--- src/shared/emdr_map.vh ---
`ifndef EMDR_MAP_VH
`define EMDR_MAP_VH
// ------------------------------------------------------------
// register offsets of the channel slice
// ------------------------------------------------------------
`define EMDR_A_CTRL      8'h24
`define EMDR_A_CNT_HI    8'h25
`define EMDR_A_CNT_LO    8'h26
`define EMDR_A_HOPEN     8'h27
`define EMDR_A_VOPEN     8'h28
`define EMDR_A_VRANGE    8'h29
`define EMDR_A_TIMER     8'h2A
`define EMDR_A_MINHIT    8'h2B
`define EMDR_A_POLICY    8'h2C
// ------------------------------------------------------------
// field positions of the control and status byte
// ------------------------------------------------------------
`define EMDR_B_FAST      7
`define EMDR_B_NOLOCK    6
`define EMDR_B_NOHITS    5
`define EMDR_B_NOVERT    4
`define EMDR_B_RSVD      3
`define EMDR_B_DFE_GO    2
`define EMDR_B_EYE_GO    1
`define EMDR_B_CNT_GO    0
// ------------------------------------------------------------
// field positions of the other bytes
// ------------------------------------------------------------
`define EMDR_B_VR_HI     6
`define EMDR_B_VR_LO     5
`define EMDR_B_SCALE     6
`define EMDR_B_QM_HI     5
`define EMDR_B_QM_LO     4
`define EMDR_B_LOOK_HI   3
`define EMDR_B_LOOK_LO   0
`define EMDR_B_MIN_HI    3
`define EMDR_B_MIN_LO    0
// ------------------------------------------------------------
// reset values and limits
// ------------------------------------------------------------
`define EMDR_R_CTRL      8'h00
`define EMDR_R_ZERO      8'h00
`define EMDR_R_TIMER     8'h30
`define EMDR_R_POLICY    8'h72
`define EMDR_HOPEN_MAX   8'h3F
`define EMDR_SAT         8'hFF
`define EMDR_QM_NONE     2'h0
// ------------------------------------------------------------
// bits that the configuration memory may load
// ------------------------------------------------------------
`define EMDR_EE_MINHIT   8'h3F
`define EMDR_EE_POLICY   8'h7F
`endif

--- src/logic/emdr_op.v ---
`timescale 1ns/1ps
`default_nettype none
// ------------------------------------------------------------
// one self-clearing start bit with its launch pulse
// ------------------------------------------------------------
module emdr_op (
  input  wire mclk,
  input  wire resetn,
  input  wire launch,
  input  wire done,
  output reg  busy_q,
  output reg  go_q
);

  // ----------------------------------------------------------
  // busy bit and one-cycle launch pulse
  // ----------------------------------------------------------
  // a launch while busy is ignored; busy drops on done only
  always @(posedge mclk or negedge resetn) begin
    if (!resetn) begin
      busy_q <= 1'b0;
      go_q   <= 1'b0;
    end else begin
      go_q <= launch & ~busy_q;
      if (!busy_q && launch) begin
        busy_q <= 1'b1;
      end else if (busy_q && done) begin
        busy_q <= 1'b0;
      end
    end
  end

endmodule
`default_nettype wire

--- src/logic/emdr_regs.v ---
// Contract
// - bit 7 of eye_dfe_control_status selects fast eye mode
// - flags report no hits and no vertical eye
// - self-clearing adaptation start, no-lock flag at bit 6
// - self-clearing start of eye opening measurement
// - self-clearing start of eye monitor counter
// - sixteen-bit count split over eye_count_high and eye_count_low
// - horizontal opening 0-63 and vertical opening readable
// - eye_voltage_range_readback bits 6:5 echo selected voltage range
// - timer threshold at eye_timer_threshold, default 30 hex
// - minimum hit count in min_hit_count_config bits 3:0
// - adaptation_policy_config bit 6 scales vertical opening by range
// - quality metric choice from adaptation_policy_config bits 5:4
// - look-beyond count in adaptation_policy_config bits 3:0
`include "emdr_map.vh"
`timescale 1ns/1ps
`default_nettype none
module emdr_regs (
  input  wire        mclk,
  input  wire        resetn,
  // register port
  input  wire        reg_wr,
  input  wire        reg_rd,
  input  wire [7:0]  reg_addr,
  input  wire [7:0]  reg_wdata,
  output reg  [7:0]  reg_rdata_q,
  // configuration memory load port
  input  wire        cfg_ld,
  input  wire [7:0]  cfg_addr,
  input  wire [7:0]  cfg_data,
  // voltage range field from the range control register
  input  wire [1:0]  eye_monitor_vrange,
  // eye monitor counter engine
  output wire        eye_monitor_start,
  input  wire        eye_monitor_done,
  input  wire [15:0] eye_monitor_count,
  // eye opening measurement engine
  output wire        opening_start,
  input  wire        opening_done,
  input  wire [7:0]  horizontal_eye_opening,
  input  wire [7:0]  vertical_eye_opening,
  input  wire        opening_no_hits,
  input  wire        opening_no_vert,
  // equalizer adaptation engine
  output wire        adapt_start,
  input  wire        adapt_done,
  input  wire        adapt_locked,
  // settings that steer the engines
  output reg         fast_mode_q,
  output reg  [7:0]  timer_threshold_q,
  output reg  [3:0]  min_hits_q,
  output reg  [1:0]  quality_metric_q,
  output reg  [3:0]  look_beyond_q
);

  // ----------------------------------------------------------
  // address decode
  // ----------------------------------------------------------
  wire wr_ctrl;    // write to control and status byte
  wire wr_vrange;  // write to range readback byte
  wire wr_timer;   // write to timer threshold
  wire wr_minhit;  // write to minimum hit byte
  wire wr_policy;  // write to adaptation policy byte
  wire ee_timer;   // memory load of timer threshold
  wire ee_minhit;  // memory load of minimum hit byte
  wire ee_policy;  // memory load of policy byte

  assign wr_ctrl   = reg_wr & (reg_addr == `EMDR_A_CTRL);
  assign wr_vrange = reg_wr & (reg_addr == `EMDR_A_VRANGE);
  assign wr_timer  = reg_wr & (reg_addr == `EMDR_A_TIMER);
  assign wr_minhit = reg_wr & (reg_addr == `EMDR_A_MINHIT);
  assign wr_policy = reg_wr & (reg_addr == `EMDR_A_POLICY);
  // writes to the read-only offsets match nothing here
  // the memory never reaches the control byte
  assign ee_timer  = cfg_ld & (cfg_addr == `EMDR_A_TIMER);
  assign ee_minhit = cfg_ld & (cfg_addr == `EMDR_A_MINHIT);
  assign ee_policy = cfg_ld & (cfg_addr == `EMDR_A_POLICY);

  // ----------------------------------------------------------
  // stored configuration bytes
  // ----------------------------------------------------------
  reg        rsvd_ctrl_q;    // reserved read/write bit 3
  reg [7:0]  vrange_rsvd_q;  // reserved read/write bits of eye_voltage_range_readback
  reg [7:0]  minhit_byte_q;  // full min_hit_count_config byte
  reg [7:0]  policy_byte_q;  // full adaptation_policy_config byte
  reg        scale_q;        // vertical opening scaling enable

  // control byte writable bits
  always @(posedge mclk or negedge resetn) begin
    if (!resetn) begin
      fast_mode_q <= 1'b0;
      rsvd_ctrl_q <= 1'b0;
    end else if (wr_ctrl) begin
      fast_mode_q <= reg_wdata[`EMDR_B_FAST];
      rsvd_ctrl_q <= reg_wdata[`EMDR_B_RSVD];
    end
  end

  // reserved bits around the range readback
  always @(posedge mclk or negedge resetn) begin
    if (!resetn) begin
      vrange_rsvd_q <= `EMDR_R_ZERO;
    end else if (wr_vrange) begin
      // range bits are not stored here
      vrange_rsvd_q <= reg_wdata & 8'h9F;
    end
  end

  // timer threshold, bus write wins over memory load
  always @(posedge mclk or negedge resetn) begin
    if (!resetn) begin
      timer_threshold_q <= `EMDR_R_TIMER;
    end else if (wr_timer) begin
      timer_threshold_q <= reg_wdata;
    end else if (ee_timer) begin
      timer_threshold_q <= cfg_data;
    end
  end

  // minimum hit byte, top two bits not loadable
  always @(posedge mclk or negedge resetn) begin
    if (!resetn) begin
      minhit_byte_q <= `EMDR_R_ZERO;
    end else if (wr_minhit) begin
      minhit_byte_q <= reg_wdata;
    end else if (ee_minhit) begin
      minhit_byte_q <= (minhit_byte_q & ~`EMDR_EE_MINHIT) |
                       (cfg_data & `EMDR_EE_MINHIT);
    end
  end

  // policy byte, bit 7 not loadable from memory
  always @(posedge mclk or negedge resetn) begin
    if (!resetn) begin
      policy_byte_q <= `EMDR_R_POLICY;
    end else if (wr_policy) begin
      policy_byte_q <= reg_wdata;
    end else if (ee_policy) begin
      policy_byte_q <= (policy_byte_q & ~`EMDR_EE_POLICY) |
                       (cfg_data & `EMDR_EE_POLICY);
    end
  end

  // ----------------------------------------------------------
  // fields handed to the engines
  // ----------------------------------------------------------
  // byte defaults, so the copies match their bytes out of reset
  localparam [7:0] MINHIT_RST = `EMDR_R_ZERO;   // minimum hit byte default
  localparam [7:0] POLICY_RST = `EMDR_R_POLICY; // policy byte default

  // registered copies keep engine inputs glitch free
  // they trail their bytes by one cycle
  always @(posedge mclk or negedge resetn) begin
    if (!resetn) begin
      min_hits_q       <= MINHIT_RST[`EMDR_B_MIN_HI:`EMDR_B_MIN_LO];
      scale_q          <= POLICY_RST[`EMDR_B_SCALE];
      quality_metric_q <= POLICY_RST[`EMDR_B_QM_HI:`EMDR_B_QM_LO];
      look_beyond_q    <= POLICY_RST[`EMDR_B_LOOK_HI:`EMDR_B_LOOK_LO];
    end else begin
      min_hits_q       <= minhit_byte_q[`EMDR_B_MIN_HI:`EMDR_B_MIN_LO];
      scale_q          <= policy_byte_q[`EMDR_B_SCALE];
      quality_metric_q <= policy_byte_q[`EMDR_B_QM_HI:`EMDR_B_QM_LO];
      look_beyond_q    <= policy_byte_q[`EMDR_B_LOOK_HI:`EMDR_B_LOOK_LO];
    end
  end

  // ----------------------------------------------------------
  // self-clearing start bits
  // ----------------------------------------------------------
  wire       qm_valid;   // metric choice other than not-valid
  wire       qm_reject;  // adaptation asked with not-valid metric
  wire [2:0] launch;     // start requests per operation
  wire [2:0] done;       // completion per operation
  wire [2:0] busy;       // start bits as read back
  wire [2:0] go;         // launch pulses to the engines

  // metric is taken from the byte, so a write in the cycle before counts
  assign qm_valid  = policy_byte_q[`EMDR_B_QM_HI:`EMDR_B_QM_LO] !=
                     `EMDR_QM_NONE;
  assign qm_reject = wr_ctrl & reg_wdata[`EMDR_B_DFE_GO] & ~qm_valid &
                     ~busy[2];
  assign launch[0] = wr_ctrl & reg_wdata[`EMDR_B_CNT_GO];
  assign launch[1] = wr_ctrl & reg_wdata[`EMDR_B_EYE_GO];
  assign launch[2] = wr_ctrl & reg_wdata[`EMDR_B_DFE_GO] & qm_valid;
  assign done      = {adapt_done, opening_done, eye_monitor_done};

  // a zero written to a start bit leaves its operation alone
  // one tracker per start bit
  genvar gi;
  generate
    for (gi = 0; gi < 3; gi = gi + 1) begin : g_op
      emdr_op u_op (
        .mclk   (mclk),
        .resetn (resetn),
        .launch (launch[gi]),
        .done   (done[gi]),
        .busy_q (busy[gi]),
        .go_q   (go[gi])
      );
    end
  endgenerate

  // launch pulses come straight from tracker flops
  assign eye_monitor_start = go[0];
  assign opening_start     = go[1];
  assign adapt_start       = go[2];

  // ----------------------------------------------------------
  // error flags
  // ----------------------------------------------------------
  reg no_lock_q;  // adaptation ended without lock
  reg no_hits_q;  // no hits at the crossing point
  reg no_vert_q;  // vertical eye not visible

  // completion wins over a start in the same cycle
  // adaptation flag: cleared by start, set by end
  always @(posedge mclk or negedge resetn) begin
    if (!resetn) begin
      no_lock_q <= 1'b0;
    end else if (busy[2] && adapt_done) begin
      no_lock_q <= ~adapt_locked;
    end else if (qm_reject) begin
      // refused start ends at once without lock
      no_lock_q <= 1'b1;
    end else if (launch[2] && !busy[2]) begin
      no_lock_q <= 1'b0;
    end
  end

  // measurement flags: cleared by start, set by end
  always @(posedge mclk or negedge resetn) begin
    if (!resetn) begin
      no_hits_q <= 1'b0;
      no_vert_q <= 1'b0;
    end else if (busy[1] && opening_done) begin
      no_hits_q <= opening_no_hits;
      no_vert_q <= opening_no_vert;
    end else if (launch[1] && !busy[1]) begin
      no_hits_q <= 1'b0;
      no_vert_q <= 1'b0;
    end
  end

  // ----------------------------------------------------------
  // results captured on completion
  // ----------------------------------------------------------
  reg [15:0] count_q;  // eye monitor hit count
  reg [7:0]  hopen_q;  // horizontal opening
  reg [7:0]  vopen_q;  // vertical opening as reported
  reg [10:0] vshift;   // vertical opening shifted by range
  reg [7:0]  vscaled;  // vertical opening after scaling

  // the range in force at completion is the one applied
  // scaling: one doubling per range step, saturating
  always @* begin
    vshift  = {3'h0, vertical_eye_opening} << eye_monitor_vrange;
    vscaled = (|vshift[10:8]) ? `EMDR_SAT : vshift[7:0];
    if (!scale_q) begin
      vscaled = vertical_eye_opening;
    end
  end

  // a done while idle leaves the result alone
  // counter result
  always @(posedge mclk or negedge resetn) begin
    if (!resetn) begin
      count_q <= 16'h0000;
    end else if (busy[0] && eye_monitor_done) begin
      count_q <= eye_monitor_count;
    end
  end

  // opening results, horizontal clamped to phase range
  always @(posedge mclk or negedge resetn) begin
    if (!resetn) begin
      hopen_q <= `EMDR_R_ZERO;
      vopen_q <= `EMDR_R_ZERO;
    end else if (busy[1] && opening_done) begin
      if (horizontal_eye_opening > `EMDR_HOPEN_MAX) begin
        hopen_q <= `EMDR_HOPEN_MAX;
      end else begin
        hopen_q <= horizontal_eye_opening;
      end
      vopen_q <= vscaled;
    end
  end

  // ----------------------------------------------------------
  // read data
  // ----------------------------------------------------------
  reg [7:0] rd_mux;  // selected byte

  // unmapped offsets read as zero
  always @* begin
    case (reg_addr)
      `EMDR_A_CTRL: begin
        rd_mux = {fast_mode_q, no_lock_q, no_hits_q, no_vert_q,
                  rsvd_ctrl_q, busy};
      end
      `EMDR_A_CNT_HI: begin
        rd_mux = count_q[15:8];
      end
      `EMDR_A_CNT_LO: begin
        rd_mux = count_q[7:0];
      end
      `EMDR_A_HOPEN: begin
        rd_mux = hopen_q;
      end
      `EMDR_A_VOPEN: begin
        rd_mux = vopen_q;
      end
      `EMDR_A_VRANGE: begin
        rd_mux = vrange_rsvd_q | {1'b0, eye_monitor_vrange, 5'h00};
      end
      `EMDR_A_TIMER: begin
        rd_mux = timer_threshold_q;
      end
      `EMDR_A_MINHIT: begin
        rd_mux = minhit_byte_q;
      end
      `EMDR_A_POLICY: begin
        rd_mux = policy_byte_q;
      end
      default: begin
        rd_mux = `EMDR_R_ZERO;
      end
    endcase
  end

  // a read in a write cycle returns the old byte
  // read data held until the next read
  always @(posedge mclk or negedge resetn) begin
    if (!resetn) begin
      reg_rdata_q <= `EMDR_R_ZERO;
    end else if (reg_rd) begin
      reg_rdata_q <= rd_mux;
    end
  end

endmodule
`default_nettype wire

--- config.mk ---
export PLATFORM = sky130hd
export DESIGN_NAME = emdr_regs
export DESIGN_NICKNAME = d
export VERILOG_FILES = /design/src/logic/emdr_op.v /design/src/logic/emdr_regs.v
export VERILOG_INCLUDE_DIRS = /design/src /design/src/shared
export SDC_FILE = /design/constraint.sdc
export NUM_CORES = 1
export LEC_CHECK = 0
export ABC_CLOCK_PERIOD_IN_PS = 1700
export BUFFER_PORTS_ARGS = -buffer_cell sky130_fd_sc_hd__buf_4
export CAP_MARGIN = 0
export CELL_PAD_IN_SITES_DETAIL_PLACEMENT = 0
export CELL_PAD_IN_SITES_GLOBAL_PLACEMENT = 1
export CORE_ASPECT_RATIO = 0.5
export CORE_MARGIN = 2
export CORE_UTILIZATION = 38
export CTS_CLUSTER_SIZE = 28
export DETAILED_ROUTE_END_ITERATION = 16
export PLACE_DENSITY_LB_ADDON = 0.12
export RECOVER_POWER = 100
export SLEW_MARGIN = 10
export SYNTH_ARGS = -nofsm -noshare
export SYNTH_HDL_FRONTEND = slang
export SYNTH_SLANG_ARGS = --single-unit
--- constraint.sdc ---
create_clock -name mclk -period 1.7 [get_ports mclk]
set_clock_uncertainty 0.15 [all_clocks]
set_input_delay 0.085 -clock mclk [delete_from_list [all_inputs] [get_ports mclk]]
set_output_delay 0.085 -clock mclk [all_outputs]
set_load 0.05 [all_outputs]
-- Word level (Yosys, flattened, before mapping)
Index checks and enable logic that the tools add are counted.
- flip-flop bits (word level): 92
- bits of input ports: 77
- output and inout port bits: 30
- word-level logic and storage cells: 102
- $lt $le $gt $ge: 1
- equality and inequality tests: 12
- shift operators: 1
- mux-type cells: 22
- bitwise operators: 25
- reductions and logical operators: 18
- operator list (cell ; count):
    == test 8 x 6 -> 1 bit, second input constant ; 12
    2-to-1 mux 8 bit ; 9
    case mux 8 bit (9 select lines) ; 1
    AND 1 bit ; 17
    bitwise OR 8 x 7 -> 8 bit ; 2
    nonzero test 2 bit ; 7
    2-to-1 mux 1 bit ; 12
    left shift 8 x 2 -> 11 bit ; 1
    greater-than comparator 8 x 6 -> 1 bit, second input constant ; 1
    bitwise OR 8 x 6 -> 8 bit ; 1
    logical AND 1 bit ; 6
    NOT 1 bit ; 5
    logical NOT 1 bit ; 3
    nonzero test 3 bit ; 1
    OR reduction 3 bit ; 1

-- Logic depth before layout (Yosys ltp)
- depth after elaboration: 8
- gate-level depth with buffers: 8
- depth with buffers taken out: 5

-- Cells and area by module
From an unflattened synthesis, not the netlist that was laid out.
- cells, all modules: 385
- area total of the unflattened synthesis: 4618.2 um^2
- by module, submodules not included (module ; instances ; cells an instance ; area an instance (um^2) ; sequential area each (um^2)):
    emdr_regs ; 1 ; 370 ; 4423.0 ; 2164.6
    emdr_op ; 3 ; 5 ; 65.1 ; 50.0

-- Least setup slack after synthesis
Ideal clock, no wire load.
- kind: register -> register
- start point: register scale_q
- end point: register vopen_q[2]
- library setup time: 0.131 ns
- arrival time: 1.476 ns
- required time: 1.419 ns
- slack: -0.057 ns
- cell stages (with the launch flop): 6
- path buffers: 1
- period minus slack after synthesis: 1.757 ns
- path through: dfstp_2 -> clkbuf_1 -> o211ai_1 -> a311o_1 -> o21ai_0 -> o21ai_0
- longest elaborated chain between the ends: 1
- ends and longest elaborated chain (item ; line ; source):
    start, declared ; emdr_regs.v:86 ; reg scale_q;
    start signal, assigned ; emdr_regs.v:156 ; scale_q <= POLICY_RST[`EMDR_B_SCALE];
    start signal, assigned ; emdr_regs.v:161 ; scale_q <= policy_byte_q[`EMDR_B_SCALE];
    2-to-1 mux 8 bit ; emdr_regs.v:258 ; if (!scale_q) begin
    end signal, assigned ; emdr_regs.v:277 ; vopen_q <= `EMDR_R_ZERO;
    end signal, assigned ; emdr_regs.v:284 ; vopen_q <= vscaled;
    end, declared ; emdr_regs.v:249 ; reg [7:0] vopen_q;
Every way passes these cells.
A chain may end at the register's enable or synchronous reset.

-- Worst setup path in the final report
- start point: register vopen_q[1]
- end point: register reg_rdata_q[1]
- longest elaborated chain between the ends: 1
- ends and longest elaborated chain (item ; line ; source):
    case mux 8 bit (9 select lines) ; emdr_regs.v:295 ; case (reg_addr)
    end signal, assigned ; emdr_regs.v:334 ; reg_rdata_q <= `EMDR_R_ZERO;
    end signal, assigned ; emdr_regs.v:336 ; reg_rdata_q <= rd_mux;
    end, declared ; emdr_regs.v:26 ; output reg [7:0] reg_rdata_q,
Every way passes these cells.

==> run_results.csv <==
group,metric,value,unit
routing,antenna_left,0,
finish,diodes,0,
grt,grt_pass1_wl,20500,µm
yosys,synth_cell_types,53,
job,drv_cap,0,
yosys,synth_edf_count,0,
yosys,yosys.area.top_type,"dfrtp_1",
finish,drive_above_1_share,35.0,%
pwr,netSwitchingPower,1.52,mW
grt,grt_use_total,21.7,%
finish,final_common_cell,"buf_4",
routing,routed_wl,13200,µm
yosys,synth_top_area_share,45.3,%
floorplan,dieArea,12900,µm²
min_path,hp-class,"input port to flip-flop",
clock_tree,path_clk_slew,70,ps
routing,wl_per_cell,17.9,µm
yosys,synth_area_leaders,"dfrtp_1, mux2_2, dfstp_2, mux2i_1, mux4_2",
sta,finalHoldViolCount,0,
worst_setup_path,critPathArrivalTime,1710,ps
routing,dr.max_layer_used,"met4",
finish,area_growth,41.9,%
routing,initialDrtViolationCount,218,
grt,grt_max_degree,31,
yosys,avgSynthCellArea,12.0,µm²
worst_setup_path,worstPathMaxFanout,2,
sta,setup_viol_count_final,0,
yosys,ys_async_sr_fraction,100,%
floorplan,rows,28,
routing,wl_met1,6900,µm
floorplan,core_area,11700,µm²
sta,post-route-period-util,96.0,%
yosys,synth_warnings,0,
routing,num_vias,3784,
pwr,power_frac_clock,36.3,%
yosys,synthFlopType,"dfrtp_1",
clock_tree,clock-sinks,92,
finish,fin_area,6430,µm²
clock_tree,cts_buffer_depth,2,
yosys,synthCells,379,
finish,final_cell_mix,"buf_4, dfrtp_1, dlygate4sd3_1",
routing,via_per_inst,5.11,
grt,grt_pass1_vias,3625,
yosys,syn_nets,456,
pwr,swShare,28.7,%
routing,wl_met3,775,µm
sta,slew_violations,0,
worst_setup_path,worstPathRequired,1780,ps
grt,antenna_found_initial,0,
clock_tree,root_buffer,"clkbuf_16",
pwr,p_per_area,823,nW/µm²
worst_setup_path,end_kind,"flip-flop",
sta,fmax,613,MHz
pwr,ir_drop,493,µV
yosys,seq_area_frac_synth,51.1,%
placement,post_dp_cell_area,5810,µm²
placement,port_buffers,106,
floorplan,die_y,81.2,µm
pwr,power.leakage,2.89,nW
placement,dp.cells,669,
pwr,intPower,3.77,mW
sta,slew_headroom,50.4,%
yosys,synth-seq-cells,92,
placement,hpwl,9930,µm
sta,rsz0062_at_grt,"no",
pwr,p_total,5.29,mW
grt,grt_remaining_overflow,0,
floorplan,die_x,158,µm
worst_setup_path,start_kind,"flip-flop",
finish,nNetsFinal,647,
floorplan,start_util,38.6,%
pwr,seq_power_share,46.6,%
sta,tightestPinTransition,742,ps
clock_tree,insertion_delay,340,ps
routing,drt_first_pass_iters,5,
sta,period_needed,1630,ps
routing,wl_met2,5510,µm
finish,final-instance-count-excl-fill,740,
clock_tree,cts_tree,"built",
routing,drc,0,
clock_tree,h-tree-depth,3,
outcome,status,"finished, final reports clean",
yosys,netlist_area,4530,µm²
worst_setup_path,crit_type,"flip-flop to flip-flop",
floorplan,boundaryPins,107,
finish,utilization,54.8,%
placement,gp_congestion,0.899,
clock_tree,cts_buffers,9,
sta,holdWs,50.2,ps
pwr,pwr-share-comb,17.1,%
## cell type report
cell class                 instances  area, µm²
tap                              165        206
fill                            1079       5300
timing repair buffer             202       1550
inverter                           7       26.3
clock buffer                      10        229
multi-input combinational        258       2050
sequential                        92       2320
clock inverter                     6       55.1
## what timing repair did
| item | in CTS | in global routing |
|---|---|---|
| buffers inserted | 0 | 1 |
| endpoints found under the setup margin | 1 | 2 |
| resized for setup | 1 | 1 |
| hold buffers | 54 | 0 |
| endpoints found under the hold margin | 152 | 0 |
## power groups by stage
| stage | sequential [mW] | combinational, mW | clock, mW |
|---|---|---|---|
| after floorplan | 2.63 | 0.275 | 0 |
| after global placement | 2.51 | 0.867 | 0 |
| after detailed placement | 2.51 | 0.869 | 0 |
| after CTS | 2.47 | 0.970 | 1.97 |
| after global routing | 2.48 | 0.984 | 2.07 |
| final | 2.47 | 0.908 | 1.92 |
## synth_stat cells (4+ instances only)
library cell  instances
clkbuf_1              9
dfrtp_1              82
o21ai_0              14
mux2i_1              25
inv_1                 6
a22o_1                8
o22ai_1               6
nor2b_1               7
nor3_1                4
a221oi_1              4
buf_2                 7
nand2_1              18
a211oi_1              4
dfstp_2              10
a22oi_1               7
nor2_1               30
o2bb2ai_1             7
a21oi_1              30
mux4_2               11
o22a_1                6
and2_1                5
mux2_2               33
## flip-flops by register name, summed over array words and instances (netlist names)
register and count:
count_q 16, fast_mode_q 1, g_op.u_op.busy_q 3, g_op.u_op.go_q 3, hopen_q 8, look_beyond_q 4
min_hits_q 4, minhit_byte_q 8, no_hits_q 1, no_lock_q 1, no_vert_q 1, policy_byte_q 8
quality_metric_q 2, reg_rdata_q 8, rsvd_ctrl_q 1, scale_q 1, timer_threshold_q 8, vopen_q 8
vrange_rsvd_q 6
## per-stage QoR
stage	TNS, ps	setup WS [ps]
after floorplan	0	42.9
final	0	68.2
after CTS	0	66.1
after global routing	0	0.401
after global placement	-1170	-94.9
after detailed placement	-1540	-115
## layer usage
metal  up-vias  GRT usage, %
met2       120          31.7
met1      1858          33.8
li1       1801             -
met5         -             0
met3         5          4.43
met4         0          3.42
## cells by family after synthesis
kind of cell	count (synthesis)	share of synthesized area (%)
buffers and inverters	29	3.04
AOI/OAI and AO/OA	95	14.0
muxes	69	19.2
and+or+nand+nor	94	12.7
DFF	92	51.1
## worst paths after layout
kind                                        to  slack (ps)             startpoint  cells after the start
setup / recovery                reg_rdata_q[1]          70             vopen_q[1]                      4
max in group asynchronous  quality_metric_q[0]         380                 resetn                      3
min in group asynchronous            no_hits_q         100                 resetn                      2
setup reg to reg                reg_rdata_q[1]          70             vopen_q[1]                      4
hold reg to reg            quality_metric_q[1]         280       policy_byte_q[5]                      0
hold / removal                      vopen_q[0]          50  eye_monitor_vrange[1]                      4
## worst max-delay path, stage by stage (launching register included)
cell and delay (ps):
dfrtp_1 430, mux4_2 490, a22o_1 240, a21oi_1 130, o2bb2ai_1 70
(Power assumes the default switching activity.)
